`config.mk`:
```
export PLATFORM = sky130hd
export DESIGN_NAME = caf_control_flags
export DESIGN_NICKNAME = d
export VERILOG_FILES = /design/src/caf_pkg.sv /design/src/caf_control_flags.sv
export SDC_FILE = /design/constraint.sdc
export NUM_CORES = 1
export LEC_CHECK = 0
export ABC_CLOCK_PERIOD_IN_PS = 1000
export BUFFER_PORTS_ARGS = -buffer_cell sky130_fd_sc_hd__buf_2
export CORE_MARGIN = 1.5
export CORE_UTILIZATION = 45
export DETAILED_ROUTE_END_ITERATION = 10
export PLACE_DENSITY = 0.8
export SLEW_MARGIN = 20
export SYNTH_ARGS = -nofsm -noshare
export SYNTH_HDL_FRONTEND = slang
export SYNTH_SLANG_ARGS = --single-unit
export TNS_END_PERCENT = 30
```
`constraint.sdc`:
```
create_clock -name sys_clk -period 1 [get_ports sys_clk]
set_input_delay 0 -clock sys_clk [delete_from_list [all_inputs] [get_ports sys_clk]]
set_output_delay 0 -clock sys_clk [all_outputs]
set_load 0.02 [all_outputs]
```
`src/caf_pkg.sv`:
```
// Register map, field positions and reset values of the counter array flags.
// How it works
// RQ1: The overflow flag is set by hardware when the 16-bit counter wraps from 0xFFFF to 0x0000.
// RQ2: A set overflow flag raises the shared array interrupt while the overflow interrupt is enabled.
// RQ3: Hardware never clears the overflow flag, not even on interrupt entry; software writes it to zero.
// RQ4: The run bit in bit 6 of the control register stops the counter at 0 and lets it count at 1.
// RQ5: Control bits 5 to 3 always read 000b and writes to them do nothing.
// RQ6: Module flags in bits 2, 1 and 0 are set by hardware on a match or capture of their module.
// RQ7: A set module flag raises the same shared interrupt when that module's interrupt is enabled.
// RQ8: Module flags persist until software clears them and are not cleared by servicing.
// RQ9: The control register sits at address 0xD8 and every bit can be written alone.
// RQ10: The mode register's overflow interrupt enable masks the overflow flag when it is 0.
// RQ11: A hardware set in the same cycle as a software clear wins and the flag stays set.
package caf_pkg;
  localparam int          ADDR_W      = 8;
  localparam int          DATA_W      = 8;
  localparam int          NUM_MOD     = 3;
  localparam logic [7:0]  CTRL_ADDR   = 8'hd8;
  localparam logic [7:0]  MODE_ADDR   = 8'hd9;
  // Control register field positions.
  localparam int          CTRL_OVF    = 7;
  localparam int          CTRL_RUN    = 6;
  localparam int          CTRL_UNU_HI = 5;
  localparam int          CTRL_UNU_LO = 3;
  localparam logic [7:0]  CTRL_RESET  = 8'h00;
  // Mode register field positions.
  localparam int          MODE_IDLE   = 7;
  localparam int          MODE_WDEN   = 6;
  localparam int          MODE_WDLK   = 5;
  localparam int          MODE_UNUSED = 4;
  localparam int          MODE_TB_HI  = 3;
  localparam int          MODE_TB_LO  = 1;
  localparam int          MODE_OVFIE  = 0;
  localparam logic [7:0]  MODE_RESET  = 8'h40;
  localparam logic [7:0]  UNMAPPED_RD = 8'h00;
endpackage

```
`src/caf_control_flags.sv`:
```
// Control and mode registers, sticky flags and interrupt request of the array.
`timescale 1ns/10ps
`default_nettype none
module caf_control_flags
  import caf_pkg::*;
#(
  parameter int NMOD = caf_pkg::NUM_MOD
) (
  input  wire logic                        sys_clk,          // 50 MHz clock
  input  wire logic                        rst,              // async reset
  input  wire logic [caf_pkg::ADDR_W-1:0]  sfr_addr,         // register address
  input  wire logic                        sfr_wr,           // byte write strobe
  input  wire logic [caf_pkg::DATA_W-1:0]  sfr_wdata,        // byte write data
  input  wire logic                        sfr_bit_wr,       // single-bit write
  input  wire logic [2:0]                  sfr_bit_sel,      // bit index
  input  wire logic                        sfr_bit_val,      // bit value
  input  wire logic                        sfr_rd,           // read strobe
  output logic      [caf_pkg::DATA_W-1:0]  sfr_rdata,        // read data
  input  wire logic                        counter_wrap,     // 0xffff->0 pulse
  input  wire logic [NMOD-1:0]             module_event,     // match/capture
  input  wire logic [NMOD-1:0]             module_irq_en,    // module irq en
  output logic                             counter_run_bit,  // counter runs
  output logic                             idle_suspend_bit, // idle suspend
  output logic                             watchdog_enable_bit, // wd enable
  output logic                             watchdog_lock_bit,   // wd lock
  output logic      [2:0]                  timebase_select,  // timebase
  output logic                             overflow_irq_enable, // ovf irq en
  output logic      [NMOD-1:0]             module_event_flag,   // flags
  output logic                             counter_overflow_flag, // ovf flag
  output logic                             array_irq         // shared request
);
  import caf_pkg::*;

  ////////////////////////////////////////////////////////////////////////////
  // The control register only has room for three module flags.
  if (NMOD != NUM_MOD) begin : g_bad_nmod
    $error("caf_control_flags: NMOD must equal three");
  end

  ////////////////////////////////////////////////////////////////////////////
  // All state lives in one packed word, so reset and update each have a
  // single place and no flop can be missed by either of them.
  typedef struct packed {
    logic                cf;
    logic                cr;
    logic [NUM_MOD-1:0]  ccf;
    logic [DATA_W-1:0]   mode;
    logic [DATA_W-1:0]   rdata;
    logic                irq;
  } caf_state_t;

  caf_state_t q;
  caf_state_t next_q;

  // Byte writes replace the whole register, bit writes one bit of it, so a
  // core doing read-modify-write on a single bit touches nothing else.
  function automatic logic [7:0] caf_merge(input logic [7:0] old,
                                           input logic       byte_hit,
                                           input logic [7:0] wdata,
                                           input logic       bit_hit,
                                           input logic [2:0] sel,
                                           input logic       val);
    logic [7:0] res;
    res = old;
    if (byte_hit) begin
      res = wdata;
    end else if (bit_hit) begin
      res[sel] = val;
    end
    return res;
  endfunction

  function automatic logic [7:0] caf_ctrl_view(input caf_state_t s);
    logic [7:0] v;
    v = CTRL_RESET;
    v[CTRL_OVF] = s.cf;
    v[CTRL_RUN] = s.cr;
    v[NUM_MOD-1:0] = s.ccf;
    return v;
  endfunction

  logic ctrl_byte;
  logic ctrl_bit;
  logic mode_byte;
  logic mode_bit;
  assign ctrl_byte = sfr_wr && (sfr_addr == CTRL_ADDR);
  assign ctrl_bit  = sfr_bit_wr && (sfr_addr == CTRL_ADDR);
  assign mode_byte = sfr_wr && (sfr_addr == MODE_ADDR);
  assign mode_bit  = sfr_bit_wr && (sfr_addr == MODE_ADDR);

  ////////////////////////////////////////////////////////////////////////////
  always_comb begin
    logic [7:0] c;
    logic [7:0] m;
    // Both scratch bytes start at zero so that no path leaves them unset.
    c = 8'h00;
    m = 8'h00;
    next_q = q;
    c = caf_merge(caf_ctrl_view(q), ctrl_byte, sfr_wdata, ctrl_bit,
                  sfr_bit_sel, sfr_bit_val); // RQ9
    // Flags only clear by software writes; a hardware set is ORed last so
    // it beats a clear in the same cycle.
    next_q.cf  = c[CTRL_OVF] | counter_wrap;  // RQ1 RQ3 RQ11
    next_q.cr  = c[CTRL_RUN];                 // RQ4
    next_q.ccf = c[NUM_MOD-1:0] | module_event; // RQ6 RQ8 RQ11
    m = caf_merge(q.mode, mode_byte, sfr_wdata, mode_bit,
                  sfr_bit_sel, sfr_bit_val);
    m[MODE_UNUSED] = 1'b0;
    // Once locked, the watchdog enable cannot drop until the next reset.
    m[MODE_WDLK] = m[MODE_WDLK] | q.mode[MODE_WDLK];
    if (q.mode[MODE_WDLK]) begin
      m[MODE_WDEN] = m[MODE_WDEN] | q.mode[MODE_WDEN];
    end
    next_q.mode = m;
    // Read data is taken from the state before any same-cycle write, and it
    // stands until the next read so the core may sample it late.
    if (sfr_rd) begin
      if (sfr_addr == CTRL_ADDR) begin
        next_q.rdata = caf_ctrl_view(q); // RQ5
      end else if (sfr_addr == MODE_ADDR) begin
        next_q.rdata = q.mode;
      end else begin
        next_q.rdata = UNMAPPED_RD;
      end
    end
    // The request follows the flags by one cycle so it leaves a flip-flop.
    next_q.irq = (q.cf & q.mode[MODE_OVFIE])
               | (|(q.ccf & module_irq_en)); // RQ2 RQ7 RQ10
  end

  always_ff @(posedge sys_clk or posedge rst) begin
    if (rst) begin
      q <= '{cf: 1'b0, cr: 1'b0, ccf: '0, mode: MODE_RESET,
             rdata: 8'h00, irq: 1'b0};
    end else begin
      q <= next_q;
    end
  end

  ////////////////////////////////////////////////////////////////////////////
  assign sfr_rdata             = q.rdata;
  assign counter_run_bit       = q.cr;
  assign counter_overflow_flag = q.cf;
  assign module_event_flag     = q.ccf;
  assign idle_suspend_bit      = q.mode[MODE_IDLE];
  assign watchdog_enable_bit   = q.mode[MODE_WDEN];
  assign watchdog_lock_bit     = q.mode[MODE_WDLK];
  assign timebase_select       = q.mode[MODE_TB_HI:MODE_TB_LO];
  assign overflow_irq_enable   = q.mode[MODE_OVFIE];
  assign array_irq             = q.irq;

  ////////////////////////////////////////////////////////////////////////////
  // One set of checks per module flag, so a fault in one bit lane names
  // that lane instead of hiding in a vector compare.
  for (genvar i = 0; i < NUM_MOD; i++) begin : g_mod_chk

  end
endmodule
`default_nettype wire

```
After elaboration in Yosys (flattened, before gate mapping)
Index checks and enable logic that the tools add are counted.

Word-level logic and storage cells: 37. Bits of input ports: 32. Bits in registers: 21. Output and inout bits: 21.

$lt $le $gt $ge: 2. Mux-type cells: 11. Reduce and logical (&&, ||, !) cells: 8. Bitwise operators: 7. Eq/ne operators: 2.

Operators by type and width (count): two-way mux 8 bit (6); bitwise mux 8 bit (2); equality test 8 bit (second input constant) (2); logical AND 1 bit (5); less-than comparator 3 x 4 -> 1 bit (second input constant) (1); bitwise OR 1 bit (4); nonzero test 2 bit (2); AND 3 bit (1); demux 1 bit (select 3 bit) (1); greater-or-equal comparator 3 x 1 -> 1 bit (second input constant) (1); bitwise OR 3 bit (1); OR reduction 3 bit (1); two-way mux 1 bit (2); AND 1 bit (1).

Depth between registers and ports, before layout
Depth in word-level cells: 9. Mapped depth: 5. Mapped depth without buffers: 4.

Worst setup path after synthesis
No wires, ideal clock.

Kind: input to register. Start point: input port sfr_addr[2] (netlist name). End point: register q (netlist bit module_event_flag[2]). Cell stages on the path: 5. Data arrival time: 1.046 ns. Data required time: 0.865 ns. Path buffers: 1. Setup slack: -0.182 ns. Setup time: 0.135 ns. Path through: nand4b_4 > or4_1 > clkbuf_1 > o21ai_0 > o211ai_1.

RTL lines: from (decl) (line caf_control_flags.sv:11) `input wire logic [caf_pkg::ADDR_W-1:0] sfr_addr,`; to (signal assigned) (line caf_control_flags.sv:133) `q <= '{cf: 1'b0, cr: 1'b0, ccf: '0, mode: MODE_RESET,`; to (signal assigned) (line caf_control_flags.sv:136) `q <= next_q;`; to (decl) (line caf_control_flags.sv:52) `caf_state_t q;`.

Worst setup path in the final report
Start point: register q (netlist bit watchdog_enable_bit). End point: output port watchdog_enable_bit.

RTL lines: to (decl) (line caf_control_flags.sv:24) `output logic watchdog_enable_bit,`.

No word-level cell between the ends.

==> summary.md <==
| Metric | Value |
|---|---|
| Outcome | `finished with violations` |
| Failing checks | `negative hold slack` |
| Critical Path AT | `1.00 ns` |
| Post-Place Cell Area | `~1400 um2` |
| Die ar. | `between 2000 and 3000 um2` |
| Max layer used | `met4` |
| DRC viols | `0` |
| Via/cell ratio | `around 5.7` |
| Final nets | `219` |
| Core ar. | `between 2000 and 2500 um2` |
| Overall routing resource usage | `roughly 25%` |
| Critical Path Sink Type | `output pin` |
| Hold Crit Class | `primary input to flip-flop` |
| Post-synthesis adder-cell area fraction | `0%` |
| Num CTS Buffers | `3` |
| Syn avg cell area | `9.438 um2` |
| # H-tree levels | `1` |
| Finished Cell Area | `1613 um2` |
| VDD IR max | `roughly 840 uV` |
| Netlist Area Pre-Place | `roughly 1100 um2` |
| Fmax | `1.002 GHz` |
| Antenna Cells | `0` |
| Pre-antenna DRT Iters | `4` |
| Tcrit/Tclk final | `99.77%` |
| Number of global-route vias before repair | `1,159` |
| Synth-to-Final Area Change | `47.31%` |
| Max Cap Viol | `0` |
| Die Height | `between 50 and 60 um` |
| Final Setup Violations | `0` |
| WL final | `between 3000 and 4000 um` |
| Wire per inst | `15.47 um` |
| Die Wd | `between 50 and 60 um` |
| Met2 WL | `approximately 1700 um` |
| # rows | `17` |
| Initial antenna violation count | `0` |
| Total grt overflow | `0` |
| CP delay by family, top | `flip-flops` |
| Buf/Inv on CP | `1` |
| Minimum clock period | `0.9977 ns` |
| Root Driver | `clkbuf_4` |
| M1 WL | `approximately 1300 um` |
| Post-DRT Antenna Nets | `0` |
| HPWL Detailed | `approximately 2300 um` |
| First-pass GRT wire length | `5126 um` |
| Clock Pin Slew Worst Setup and Hold Paths | `between 0.1 and 0.15 ns` |
| Final Power | `around 1900 uW` |
| WL met3 | `199 um` |
| #FFs+latches synth | `20` |
| Hold Fails Final Rpt | `1` |
| Multiplexer share of the synthesized area | `less than 1%` |
| Post-Synth Simple-Gate Area | `18.86%` |
| Largest family of logic cells by synthesized area | `compound AO/OA/AOI/OAI gates` |
| Io pins | `53` |
| Crit path cell chain | `buf_6` |
| Peak per-stage delay on the critical path | `0.57 ns` |
| Setup CP Type | `flip-flop to output pin` |
| Distinct cells, synth | `35` |
| Compound-Gate Fraction of Synth Area | `between 20 and 30%` |
| Ratio of cells with drive above 1 in the final layout | `41.40%` |
| Pin count of the biggest net entering global routing | `22` |
| CTS tree | `yes` |
| Skew-Pair Late Insertion Delay | `about 0.3 ns` |
| PwrDens | `between 1000 and 1500 nW/um2` |
| Hold Slack | `-0.001655 ns` |
| Port bufs | `50` |
| RSZ-0062 raised after global routing | `yes` |
| Synthesized instance count | `116` |
| Lkg Pwr | `about 0.00075 uW` |
| DRT iter0 DRCs | `26` |
| Vias | `approximately 1.2k` |
| CP Launch Type | `flip-flop` |
| Crit-path max FO | `3` |
| Fill count | `approximately 190` |
| Fin. max-slew vios | `0` |
| Routability cong. | `about 0.84` |
| Clock skew | `between 0.004 and 0.005 ns` |
| Post-synthesis xor/xnor area fraction | `0%` |
| Register area share after synthesis | `45.83%` |
| Critical Path RT | `1.00 ns` |
| Starting Density | `between 40% and 50%` |
| Synth Net Count | `roughly 150` |
| Slowest-stage cell, CP | `dfstp_2` |
| Synth warnings | `0` |
| Worst-case clock buffer depth | `2` |
| CTS sink cnt | `20` |
-- cells by family after synthesis --
family | Yosys count
muxes | 1
buffers and inverters | 13
DFF | 20
other | 1
and+or+nand+nor | 31
AOI/OAI and AO/OA | 50
-- routing by layer --
layer,vias up,GRT usage (%)
met3,8,2.857
met5,-,0
met1,590,30.13
met4,0,7.265
met2,55,45.83
li1,576,-
-- Yosys cell counts (all sizes together) --
cell type / count / area (um2)
or4: 1 / 7.510
nor2b: 2 / 12.51
nand3: 2 / 10.01
nor2: 8 / 30.03
nand2b: 1 / 8.760
nor4: 1 / 6.260
and2: 2 / 12.51
and3b: 1 / 8.760
nand3b: 1 / 7.510
and3: 1 / 6.260
o211ai: 3 / 22.52
a41oi: 1 / 8.760
dfstp: 1 / 26.28
inv: 7 / 26.28
buf: 2 / 18.77
nor4b: 2 / 23.77
o21ai: 17 / 85.08
a21oi: 8 / 40.04
o21bai: 2 / 15.01
o31ai: 2 / 15.01
a22oi: 13 / 97.59
conb: 1 / 3.750
nand4b: 1 / 23.77
dfrtp: 19 / 475.5
nand2: 4 / 15.01
a32o: 1 / 10.01
or4b: 1 / 13.76
clkbuf: 4 / 15.01
nor3b: 2 / 15.01
mux2i: 1 / 10.01
a31oi: 3 / 18.77
nor3: 1 / 5.000
-- layout make-up --
cell class	instances	area [um2]	share of cell area [%]
clock buffer	3	22.52	1.396
sequential	20	501.7	31.11
inverter	7	26.28	1.629
multi-input combinational	84	563.0	34.91
clock inverter	1	30.03	1.862
timing repair buffer	71	434.2	26.92
tap	28	35.03	2.172
-- state kept, by name, summed over array words and instances, names as in the netlist --
register,cells
overflow_irq_enable,1
counter_overflow_flag,1
counter_run_bit,1
idle_suspend_bit,1
sfr_rdata,7
module_event_flag,3
timebase_select,3
watchdog_lock_bit,1
watchdog_enable_bit,1
array_irq,1
-- metrics by stage --
step / setup WS (ns) / hold slack (ns) / cells / setup TNS (ns) / util (%)
final: 0.002311 / -0.001655 / 214 / 0 / 71.53
after global routing: -0.02723 / 0.0008110 / 214 / -0.04658 / 71.53
after CTS: -0.001150 / 0.0001527 / 213 / -0.001150 / 70.75
after detailed placement: -0.3593 / 0.03747 / 200 / -4.397 / 63.87
after global placement: -0.3203 / 0.02846 / 200 / -3.791 / 63.87
after floorplan: -0.1606 / -0.03691 / 116 / -1.916 / -
-- cells in the final DEF, fill, tap and decap left out, drive strengths merged, types with 3 or more instances in the layout --
master | Yosys | layout
inv | 7 | 7
dlygate4sd3 | 0 | 8
nor2 | 8 | 8
o211ai | 3 | 3
nand2 | 4 | 4
clkbuf | 4 | 3
buf | 2 | 63
o21ai | 17 | 17
a21oi | 8 | 8
a22oi | 13 | 13
a31oi | 3 | 3
dfrtp | 19 | 19
-- timing repair --
action / 4_1_cts / 5_1_grt
pin swaps: 1 / 4
buffers inserted: 1 / 0
endpoints found under the setup margin: 7 / 6
endpoints found under the hold margin: 25 / 0
hold buffers: 8 / 0
resized for setup: 5 / 5
cloned: 0 / 1
-- report_power, final --
part           total, uW  switching, uW  internal [uW]
registers            858           20.7            838
clock network        665            259            405
logic                354            194            160
-- final timing paths --
| kind | depth (start not counted) | start | slack [ns] | to |
|---|---|---|---|---|
| max | 1 | watchdog_enable_bit | 0.002 | watchdog_enable_bit |
| min | 3 | sfr_wdata[5] | -0.002 | watchdog_lock_bit |
| max reg2reg | 3 | watchdog_enable_bit | 0.03 | sfr_rdata[6] |
| min reg2reg | 2 | sfr_rdata[5] | 0.53 | sfr_rdata[5] |
| max in group asynchronous | 4 | rst | 0.49 | watchdog_enable_bit |
| min in group asynchronous | 4 | rst | 0.24 | counter_overflow_flag |
(Power assumes the default switching activity.)
